<file path="src/hw/sdamp_pkg.sv">
// Package: constants and mode enumeration for the step input and amplifier drive block
package sdamp_pkg;
   localparam int unsigned CLK_HZ = 10_000_000;
   // Carrier 19.53 KHz: 512 ticks of 10 MHz gives 19.53 KHz
   localparam real PWM_CARRIER_KHZ = 19.53;
   localparam int unsigned PWM_PERIOD_CYC = int'(real'(CLK_HZ) / (PWM_CARRIER_KHZ * 1000.0)) & ~1;
   // Servo tick 1.953 KHz, rounded down to whole cycles
   localparam real SERVO_TICK_KHZ = 1.953;
   localparam int unsigned SERVO_TICK_CYC = int'($floor(real'(CLK_HZ) / (SERVO_TICK_KHZ * 1000.0)));
   localparam int unsigned POS_W = 32;
   localparam int unsigned VEL_W = 32;
   localparam int unsigned VEL_FRAC_W = 16;
   localparam int unsigned STEP_CNT_W = 16;
   localparam int unsigned MULT_W = 16;
   localparam int unsigned DUTY_W = 10;
   localparam int unsigned MAG_W = 8;
   localparam int unsigned DUTY_EXT_W = 2;
   localparam logic [9:0] DUTY_HALF = 10'h200;
   typedef enum logic [1:0] {
      SDAMP_MODE_PWM_DIR,
      SDAMP_MODE_ANTIPHASE,
      SDAMP_MODE_THREE_PHASE
   } sdamp_mode_e;
endpackage : sdamp_pkg

</file>
<file path="src/hw/sdamp_commut.sv">
// Hall commutation lookup for three-phase drive
`timescale 1ns/10ps
`default_nettype none
module sdamp_commut (
   input wire logic [2:0] hall_in,
   input wire logic reverse_in,
   output logic [2:0] chop_sel_out,
   output logic [2:0] en_out
);
   // Bit 2 is bridge a, bit 0 is bridge c; hall bit 2 is sensor a
   always_comb begin
      chop_sel_out = 3'h4;
      en_out = 3'h6;
      if (!reverse_in) begin
         case (hall_in)
            3'b100: begin chop_sel_out = 3'h4; en_out = 3'h5; end
            3'b110: begin chop_sel_out = 3'h2; en_out = 3'h3; end
            3'b010: begin chop_sel_out = 3'h2; en_out = 3'h6; end
            3'b011: begin chop_sel_out = 3'h1; en_out = 3'h5; end
            3'b001: begin chop_sel_out = 3'h1; en_out = 3'h3; end
            3'b101: begin chop_sel_out = 3'h4; en_out = 3'h6; end
            default: begin chop_sel_out = 3'h4; en_out = 3'h6; end
         endcase
      end else begin
         case (hall_in)
            3'b101: begin chop_sel_out = 3'h2; en_out = 3'h6; end
            3'b001: begin chop_sel_out = 3'h2; en_out = 3'h3; end
            3'b011: begin chop_sel_out = 3'h4; en_out = 3'h5; end
            3'b010: begin chop_sel_out = 3'h4; en_out = 3'h6; end
            3'b110: begin chop_sel_out = 3'h1; en_out = 3'h3; end
            3'b100: begin chop_sel_out = 3'h1; en_out = 3'h5; end
            default: begin chop_sel_out = 3'h2; en_out = 3'h6; end
         endcase
      end
   end
endmodule : sdamp_commut
`default_nettype wire

</file>
<file path="src/hw/sdamp_top.sv">
// Step and direction accumulator with amplifier drive generator
`timescale 1ns/10ps
`default_nettype none
// Contract
// - Each step pulse counts up when direction is 0, down when 1.
// - Each servo tick, step count times multiplier is added to command position.
// - Step input works only when enabled; host avoids limit functions then.
// - Step adjustments add on top of the profiled command position.
// - Fault output high on servo fault, only in step mode.
// - Stand-alone start drives fault output low once ready.
// - Velocity and acceleration are 32 bits with 16 fraction bits.
// - Position is signed 32-bit whole counts.
// - Output mode resets to PWM and direction unless stored option says otherwise.
// - PWM mode: chop a carries 19.53 KHz active-high duty from magnitude.
// - PWM duty is 10 bits: 8-bit magnitude plus two low bits.
// - Drive sign is 0 forward, 1 reverse, in antiphase too.
// - Bridge enable a is active high.
// - Antiphase: zero is 50%, full negative 0%, full positive 100%.
// - Three-phase: halls choose chopping output and enables, forward and reverse tables.
// - Halls all high or low: first two bridges act as H-bridge.
// - Three-phase: exactly two bridge enables active.
// - One enabled bridge chops, the other holds its chop low.
// - Stored antiphase or three-phase selection reapplies after any reset.
// - Servo tick repeats at 1.953 KHz.
module sdamp_top #(
   parameter int unsigned STEP_CNT_W = sdamp_pkg::STEP_CNT_W,
   parameter int unsigned MULT_W = sdamp_pkg::MULT_W,
   parameter int unsigned SERVO_TICK_CYC = sdamp_pkg::SERVO_TICK_CYC
) (
   input wire logic ref_clk_in,
   input wire logic arst_n_in,
   input wire logic master_reset_in,
   input wire logic soft_reset_in,
   input wire logic step_pulse_in,
   input wire logic step_direction_in,
   input wire logic step_mode_en_in,
   input wire logic [MULT_W-1:0] step_mult_in,
   input wire logic signed [31:0] profile_vel_in,
   input wire logic profile_run_in,
   input wire logic servo_fault_in,
   input wire logic standalone_cfg_in,
   input wire logic [1:0] stored_mode_in,
   input wire logic mode_wr_in,
   input wire logic [1:0] mode_sel_in,
   input wire logic signed [8:0] filter_out_in,
   input wire logic [1:0] filter_ext_in,
   input wire logic amp_en_in,
   input wire logic hall_sense_a,
   input wire logic hall_sense_b,
   input wire logic hall_sense_c,
   output logic signed [31:0] cmd_pos_out,
   output logic servo_tick_out,
   output logic fault_out,
   output logic drive_sign_out,
   output logic chop_out_a,
   output logic chop_out_b,
   output logic chop_out_c,
   output logic bridge_en_a,
   output logic bridge_en_b,
   output logic bridge_en_c
);
   localparam int unsigned TICK_W = $clog2(SERVO_TICK_CYC);
   localparam int unsigned PWM_W = $clog2(sdamp_pkg::PWM_PERIOD_CYC);
   localparam logic [1:0] MODE_PWM = 2'(sdamp_pkg::SDAMP_MODE_PWM_DIR);
   localparam logic [1:0] MODE_ANTI = 2'(sdamp_pkg::SDAMP_MODE_ANTIPHASE);
   localparam logic [1:0] MODE_3PH = 2'(sdamp_pkg::SDAMP_MODE_THREE_PHASE);

   // Internal run gate: master reset low disables step counting and the chop and bridge enable outputs
   logic run;
   assign run = master_reset_in;

   // Servo tick and step accumulation state
   logic [TICK_W-1:0] tick_cnt_q, tick_cnt_d;
   logic tick_q, tick_d;
   logic step_prev_q, step_prev_d;
   logic signed [STEP_CNT_W-1:0] step_cnt_q, step_cnt_d;
   logic signed [31:0] pos_q, pos_d;
   logic signed [31:0] vel_acc_q, vel_acc_d;
   logic signed [STEP_CNT_W+MULT_W:0] step_prod;
   logic step_edge;
   logic signed [STEP_CNT_W-1:0] step_inc;

   assign step_edge = step_pulse_in & ~step_prev_q;
   assign step_prod = step_cnt_q * $signed({1'b0, step_mult_in});

   always_comb begin
      tick_cnt_d = tick_cnt_q + 1'b1;
      tick_d = 1'b0;
      step_prev_d = step_pulse_in;
      step_inc = '0;
      pos_d = pos_q;
      vel_acc_d = vel_acc_q;
      if (tick_cnt_q == TICK_W'(SERVO_TICK_CYC - 1)) begin
         tick_cnt_d = '0;
         tick_d = 1'b1;
      end
      if (step_edge && step_mode_en_in) begin
         step_inc = step_direction_in ? -STEP_CNT_W'(1) : STEP_CNT_W'(1);
      end
      step_cnt_d = step_cnt_q + step_inc;
      if (tick_q) begin
         // Fractional velocity: the low 16 bits carry sub-count remainder
         vel_acc_d = profile_run_in ? 32'(vel_acc_q[15:0]) + profile_vel_in
                                    : 32'(vel_acc_q[15:0]);
         // Profile and step terms sum, so steps ride on the profile
         pos_d = pos_q + (profile_run_in ? 32'(vel_acc_d >>> 16) : 32'h0)
                 + 32'(step_prod);
         // New pulses in the apply cycle survive the clear
         step_cnt_d = step_inc;
      end
      if (!run) begin
         step_cnt_d = '0;
         vel_acc_d = '0;
      end
   end

   always_ff @(posedge ref_clk_in or negedge arst_n_in) begin
      if (!arst_n_in) begin
         tick_cnt_q <= '0;
         tick_q <= 1'b0;
         step_prev_q <= 1'b0;
         step_cnt_q <= '0;
         pos_q <= '0;
         vel_acc_q <= '0;
      end else begin
         tick_cnt_q <= tick_cnt_d;
         tick_q <= tick_d;
         step_prev_q <= step_prev_d;
         step_cnt_q <= step_cnt_d;
         pos_q <= pos_d;
         vel_acc_q <= vel_acc_d;
      end
   end

   // Output mode, fault flag and ready state
   logic [1:0] mode_q, mode_d;
   logic fault_q, fault_d;
   logic ready_q, ready_d;
   logic stored_valid;
   assign stored_valid = (stored_mode_in == MODE_ANTI) || (stored_mode_in == MODE_3PH);

   always_comb begin
      mode_d = mode_q;
      ready_d = 1'b1;
      fault_d = fault_q;
      // Async reset may only load constants, so the stored option lands on the first edge after
      if (soft_reset_in || !run || !ready_q) begin
         mode_d = stored_valid ? stored_mode_in : MODE_PWM;
      end else if (mode_wr_in) begin
         mode_d = (mode_sel_in == MODE_ANTI || mode_sel_in == MODE_3PH) ? mode_sel_in : MODE_PWM;
      end
      if (!run) begin
         // Held high until ready when starting stand-alone
         fault_d = standalone_cfg_in;
         ready_d = 1'b0;
      end else if (step_mode_en_in && servo_fault_in) begin
         fault_d = 1'b1;
      end else if (!step_mode_en_in) begin
         fault_d = 1'b0;
      end else if (ready_q) begin
         fault_d = 1'b0;
      end
   end

   always_ff @(posedge ref_clk_in or negedge arst_n_in) begin
      if (!arst_n_in) begin
         mode_q <= MODE_PWM;
         fault_q <= 1'b0;
         ready_q <= 1'b0;
      end else begin
         mode_q <= mode_d;
         fault_q <= fault_d;
         ready_q <= ready_d;
      end
   end

   // PWM carrier counter, restarts while disabled
   logic [PWM_W-1:0] pwm_cnt_q, pwm_cnt_d;
   always_comb begin
      pwm_cnt_d = pwm_cnt_q + 1'b1;
      if (pwm_cnt_q == PWM_W'(sdamp_pkg::PWM_PERIOD_CYC - 1) || !run) begin
         pwm_cnt_d = '0;
      end
   end
   always_ff @(posedge ref_clk_in or negedge arst_n_in) begin
      if (!arst_n_in) begin
         pwm_cnt_q <= '0;
      end else begin
         pwm_cnt_q <= pwm_cnt_d;
      end
   end

   // Duty computation: magnitude with two extra low bits
   logic neg;
   logic [7:0] mag;
   logic [9:0] duty_mag, duty_anti, duty;
   logic pwm_raw;
   logic [2:0] chop_sel, en3;
   logic [2:0] halls;
   assign halls = {hall_sense_a, hall_sense_b, hall_sense_c};
   assign neg = filter_out_in[8];
   assign mag = neg ? 8'(-filter_out_in) : filter_out_in[7:0];
   assign duty_mag = {mag, filter_ext_in};
   // Signed 10-bit around midpoint; full positive saturates to constant high
   assign duty_anti = neg ? sdamp_pkg::DUTY_HALF - {1'b0, duty_mag[9:1]}
                          : sdamp_pkg::DUTY_HALF + {1'b0, duty_mag[9:1]};
   assign duty = (mode_q == MODE_ANTI) ? duty_anti : duty_mag;
   // Carrier is 512 steps so a 10-bit duty maps two steps per tick, dropping its low bit
   assign pwm_raw = ((mode_q == MODE_ANTI) && !neg && duty_mag == 10'h3ff) ? 1'b1
                    : ({1'b0, pwm_cnt_q} < (PWM_W + 1)'(duty >> (10 - PWM_W)));

   sdamp_commut u_commut (
      .hall_in(halls),
      .reverse_in(neg),
      .chop_sel_out(chop_sel),
      .en_out(en3)
   );

   logic [2:0] chop_q, chop_d, en_q, en_d;
   logic sign_q, sign_d;
   always_comb begin
      sign_d = neg;
      chop_d = 3'h0;
      en_d = 3'h0;
      case (mode_q)
         MODE_3PH: begin
            // Lookup guarantees two enables, one chopping, the other held low
            chop_d = chop_sel & {3{pwm_raw}};
            en_d = amp_en_in ? en3 : 3'h0;
         end
         default: begin
            chop_d = {pwm_raw, 2'b00};
            en_d = {amp_en_in, 2'b00};
         end
      endcase
      if (!run) begin
         chop_d = 3'h0;
         en_d = 3'h0;
      end
   end

   always_ff @(posedge ref_clk_in or negedge arst_n_in) begin
      if (!arst_n_in) begin
         chop_q <= 3'h0;
         en_q <= 3'h0;
         sign_q <= 1'b0;
      end else begin
         chop_q <= chop_d;
         en_q <= en_d;
         sign_q <= sign_d;
      end
   end

   assign cmd_pos_out = pos_q;
   assign servo_tick_out = tick_q;
   assign fault_out = fault_q;
   assign drive_sign_out = sign_q;
   assign {chop_out_a, chop_out_b, chop_out_c} = chop_q;
   assign {bridge_en_a, bridge_en_b, bridge_en_c} = en_q;

   property p_step_up;
      @(posedge ref_clk_in) disable iff (!arst_n_in)
      step_edge && step_mode_en_in && !step_direction_in && !tick_q && run
      |=> step_cnt_q == $past(step_cnt_q) + 1;
   endproperty
   a_step_up: assert property (p_step_up) else $error("step count did not rise");
   property p_apply;
      @(posedge ref_clk_in) disable iff (!arst_n_in)
      tick_q && !profile_run_in |=> pos_q == $past(pos_q) + 32'($past(step_prod));
   endproperty
   a_apply: assert property (p_apply) else $error("scaled steps not added");
   property p_clear;
      @(posedge ref_clk_in) disable iff (!arst_n_in) tick_q && !step_edge |=> step_cnt_q == 0;
   endproperty
   a_clear: assert property (p_clear) else $error("step count not cleared");
   property p_nostep;
      @(posedge ref_clk_in) disable iff (!arst_n_in)
      !step_mode_en_in && !tick_q && run |=> step_cnt_q == $past(step_cnt_q);
   endproperty
   a_nostep: assert property (p_nostep) else $error("step counted while disabled");
   property p_fault;
      @(posedge ref_clk_in) disable iff (!arst_n_in)
      run && step_mode_en_in && servo_fault_in |=> fault_out;
   endproperty
   a_fault: assert property (p_fault) else $error("fault not reported");
   property p_fault_off;
      @(posedge ref_clk_in) disable iff (!arst_n_in) run && !step_mode_en_in |=> !fault_out;
   endproperty
   a_fault_off: assert property (p_fault_off) else $error("fault outside step mode");
   property p_two_en;
      @(posedge ref_clk_in) disable iff (!arst_n_in)
      mode_q == MODE_3PH && $past(amp_en_in) && $past(run) && $past(mode_q) == MODE_3PH
      |-> $countones(en_q) == 2;
   endproperty
   a_two_en: assert property (p_two_en) else $error("enable count wrong");
   property p_en_a;
      @(posedge ref_clk_in) disable iff (!arst_n_in)
      run && mode_q != MODE_3PH |=> bridge_en_a == $past(amp_en_in);
   endproperty
   a_en_a: assert property (p_en_a) else $error("bridge enable a mismatch");
   property p_sign;
      @(posedge ref_clk_in) disable iff (!arst_n_in)
      1'b1 |=> drive_sign_out == $past(filter_out_in[8]);
   endproperty
   a_sign: assert property (p_sign) else $error("drive sign wrong");
   property p_tick;
      @(posedge ref_clk_in) disable iff (!arst_n_in) tick_q |=> !tick_q [*8];
   endproperty
   a_tick: assert property (p_tick) else $error("servo tick too close");
   property p_mode_rst;
      @(posedge ref_clk_in) disable iff (!arst_n_in)
      soft_reset_in && !stored_valid |=> mode_q == MODE_PWM;
   endproperty
   a_mode_rst: assert property (p_mode_rst) else $error("mode not default");

   c_step: cover property (@(posedge ref_clk_in) step_edge && step_mode_en_in);
   c_apply: cover property (@(posedge ref_clk_in) tick_q && step_cnt_q != 0);
   c_3ph: cover property (@(posedge ref_clk_in) mode_q == MODE_3PH && |chop_q);
   c_fault: cover property (@(posedge ref_clk_in) fault_out);
endmodule : sdamp_top
`default_nettype wire

</file>
<file path="config.mk">
export PLATFORM = sky130hd
export DESIGN_NAME = sdamp_top
export DESIGN_NICKNAME = d
export VERILOG_FILES = /design/src/hw/sdamp_pkg.sv /design/src/hw/sdamp_commut.sv /design/src/hw/sdamp_top.sv
export SDC_FILE = /design/constraint.sdc
export NUM_CORES = 1
export LEC_CHECK = 0
export BUFFER_PORTS_ARGS = -buffer_cell sky130_fd_sc_hd__buf_2
export CAP_MARGIN = 15
export CORE_UTILIZATION = 58
export CTS_BUF_LIST = sky130_fd_sc_hd__clkbuf_16
export CTS_CLUSTER_SIZE = 10
export DETAILED_ROUTE_END_ITERATION = 12
export PLACE_DENSITY = 0.87
export SLEW_MARGIN = 20
export SYNTH_ARGS = -nofsm -noshare
export SYNTH_HDL_FRONTEND = slang
export SYNTH_HIERARCHICAL = 1
export SYNTH_SLANG_ARGS = --single-unit
</file>
<file path="constraint.sdc">
create_clock -name ref_clk_in -period 7.4 [get_ports ref_clk_in]
set_input_delay 0.37 -clock ref_clk_in [delete_from_list [all_inputs] [get_ports ref_clk_in]]
set_output_delay 0.37 -clock ref_clk_in [all_outputs]
set_load 0.05 [all_outputs]
</file>
==> impl_results.md <==
- Async SR Flop Fraction: 1.000
- Detailed placer's ending HPWL: 33.05 mm
- Total track usage: 0.3050
- Grt total ovfl: 0
- Total power draw: 0.003164 W
- FF+latch area: 2479 sq um
- Layout cells sized above 1: 0.1760
- Mean Syn Cell Area: 9.124 sq um
- CP arrival: 8.01 ns
- Top post-synthesis cells by area: fa_1 30%, dfrtp_1 14%, ha_1 14%, inv_1 7.5%, and2_1 5.4%
- Die Height: 173.7 um
- Finished Core Util: 0.6780
- Core ar.: 28860 sq um
- Unrepaired setup endpoints after global routing: yes
- Detailed-route DRC error count: 0
- Largest net degree at the start of global routing: 55
- Yosys top cell area share: 0.2975
- Post-synth EDFFs: 0
- Vias per Instance: 5.835
- TritonCTS clock tree: built
- Final WL: 46.02 mm
- CP delay by family, top: adder cells
- Simple-gate share of the synthesized area: 0.1690
- DR pass1 iterations: 8
- Crit path required time: 7.66 ns
- Routed via count: 14180
- Setup Crit Path Kind: reg2reg
- Max Cap Violations: 0
- CTS Sinks: 99
- Post-Synth XOR/XNOR Area: 0.05088
- Post-synthesis compound-gate area fraction: 0.09188
- Clock Skew: 0.01175 ns
- Vias in the first global route: 15160
- Starting Density: 0.5922
- CP peak stage delay: 0.57 ns
- Syn. warnings: 6
- VDD IR max: 0.1208 mV
- Sw Pwr: 0.001413 W
- Clk pwr share: 0.162
- CTS Hold Bufs: 0
- Synth Instances: 1873
- Root buf cell: clkbuf_16
- Fin crit period: 7.749 ns
- DRT iter0 DRCs: 1280
- Failing checks: negative setup slack
- Post-synthesis sequential area ratio: 0.1450
- Rows: 62
- TritonCTS buffer count: 9
- Routed Antenna Nets: 0
- PwrDens: 161.7 nW/um^2
- Max Slew Vio Count: 0
- CP Capture Type: flip-flop
- Port Buffers: 118
- Switching Fraction: 0.4465
- Final net count: 2566
- PnR worst setup slack: -0.3488 ns
- Yosys reg bits: 99
- Ports: 119
- Die Area: 30160 sq um
- CP Depth: 32
- Leakage: 9.850 nW
- Final Cycle Share: 1.047
- Area of the multi-input gates: 13650 sq um
- CP Max Fanout: 5
- Comb pwr share: 0.656
- Netlist Area Pre-Place: 17090 sq um
- # setup viols final: 14
- Syn Nets: 2399
- H-tree levels: 3
- Multiplexer share of the synthesized area: 0.01457
- Startpoint types: flip-flop
- Flop pwr share: 0.182
- Area delta synth->final: 14.48%
- Hold_ws: 0.01402 ns
- Most frequent CP cell: fa_1
- Final Hold Fails: 0
- Synth Area in Adders: 0.4396
- Worst Path Buf+Inv: 5
- Peak Freq: 0.1291 GHz
- Worst Hold Class: in2async
- Worst R2R Path Depth: 32
- Ys flop type: dfrtp_1
- First-pass GRT wire length: 73.10 mm
- P_int: 0.001751 W
- CP max stage cell: fa_1
- Die Wd: 173.7 um
- WL/cell: 18.93 um
- Cell variety after synth: 75
- Largest family of logic cells by synthesized area: adder cells
- Max clock buf depth: 2
- Clk pin slew, worst setup/hold paths: 0.09 ns
- List of most frequent post-synthesis cells: 343 x inv_1, 254 x fa_1, 194 x ha_1
- Fillers: 2023
- Placer Congestion: 0.9152
- Worst-Margin Slew: 1.028 ns
- Antenna violations before repair: 3
- Pre-CTS setup slack: -0.5480 ns
- Slew headroom: 0.3132
- Cell taking the most area after synthesis: fa_1
- Clock Latency Late Sink: 0.37 ns
- Status: complete, but fails checks
- Most common cell in the netlist: inv_1
cells in the final DEF (no fill, tap or decap), drive strengths merged, types with 6 or more instances in the layout:
cell | synthesis | routed
nand2b | 18 | 18
nand4 | 8 | 8
and3 | 20 | 20
xnor2 | 65 | 65
or2b | 6 | 6
clkbuf | 53 | 9
inv | 344 | 347
a21o | 17 | 17
mux2 | 17 | 17
dfrtp | 99 | 99
o21bai | 6 | 6
nand3 | 37 | 37
nor2 | 68 | 68
nor2b | 25 | 25
a211oi | 7 | 7
o31ai | 7 | 7
nor3 | 14 | 14
and2 | 147 | 147
or3 | 7 | 7
buf | 3 | 212
xor2 | 30 | 30
a21oi | 72 | 72
o21a | 16 | 16
ha | 194 | 194
nand2 | 189 | 189
o21ai | 75 | 75
fa | 254 | 254
power groups by stage:
| stage | clock network [W] | registers, W | logic, W |
|---|---|---|---|
| floorplan | 0 | 0.000575 | 0.00101 |
| global placement | 0 | 0.000583 | 0.00157 |
| detailed placement | 0 | 0.000584 | 0.00163 |
| CTS | 0.000515 | 0.000574 | 0.00181 |
| global route | 0.000537 | 0.000576 | 0.00224 |
| finish | 0.000513 | 0.000576 | 0.00207 |
metrics by stage:
stage          std cells  setup TNS [ns]  instance area, sq um
2_1_floorplan       1873               0                 17100
3_3_place_gp        2397          -3.687                 18560
4_1_cts             2421         -0.7092                 19180
6_report            2431          -1.934                 19570
5_1_grt             2431          -6.225                 19570
3_5_place_dp        2397          -6.918                 18560
worst register-to-register path: cells and delay by family, from the launching register on:
kind	cells	cell delay [ns]
fa+ha+maj	9	3.60
compound gates	9	1.98
simple gates	6	0.80
flops	1	0.36
buf+inv	5	0.35
xor+xnor	2	0.26
mux	1	0.26
worst paths after layout:
check,startpoint,end,slack [ns]
max in group asynchronous,arst_n_in,servo_tick_out$_DFF_PN0_,6.17
worst min register to register,tick_cnt_q[4]$_DFF_PN0_,tick_cnt_q[4]$_DFF_PN0_,0.47
min in group ref_clk_in,step_pulse_in,step_prev_q$_DFF_PN0_,0.11
worst max-delay path,vel_acc_q[0]$_DFFE_PN0P_,cmd_pos_out[30]$_DFFE_PN0P_,-0.35
worst min-delay path,arst_n_in,drive_sign_out$_DFF_PN0_,0.01
worst max register to register,vel_acc_q[0]$_DFFE_PN0P_,cmd_pos_out[30]$_DFFE_PN0P_,-0.35
cell families (layout without fill, tap and decap cells):
logic type / after synthesis / count (layout)
compound gates: 243 / 243
xor+xnor: 95 / 95
fa+ha+maj: 448 / 448
buf+inv: 401 / 573
flops: 99 / 99
mux: 22 / 22
other cells: 0 / 2
simple gates: 565 / 565
sequential cells by signal (all words and copies together), names as in the netlist:
name,count
cmd_pos_out,32
step_cnt_q,16
vel_acc_q,16
tick_cnt_q,13
pwm_cnt_q,9
chop_q,3
en_q,3
mode_q,2
drive_sign_out,1
fault_out,1
ready_q,1
servo_tick_out,1
step_prev_q,1
metal layers:
| layer | wire [um] | part of all wire | GRT usage |
|---|---|---|---|
| met1 | 16750 | 0.36 | 0.3673 |
| met2 | 22670 | 0.49 | 0.5300 |
| met3 | 3895 | 0.085 | 0.05197 |
| met4 | 2691 | 0.058 | 0.1488 |
| met5 | 8 | 0.00017 | 0 |
cell type report:
cell class	count	share of cell area
well taps	384	0.02456
flip-flops and latches	99	0.1267
diodes	2	0.0002558
inverters	345	0.06619
multi-input cells	1373	0.6974
clock inverters	7	0.004541
repair buffers	212	0.06881
clock buffers	9	0.01151
what timing repair did:
item	CTS	global route
setup endpoints to repair	19	22
gates resized for setup	56	67
setup buffers	8	10
pin swaps	55	66
endpoints found under the hold margin	0	0
Note: power is estimated with default switching activity, not from simulation.
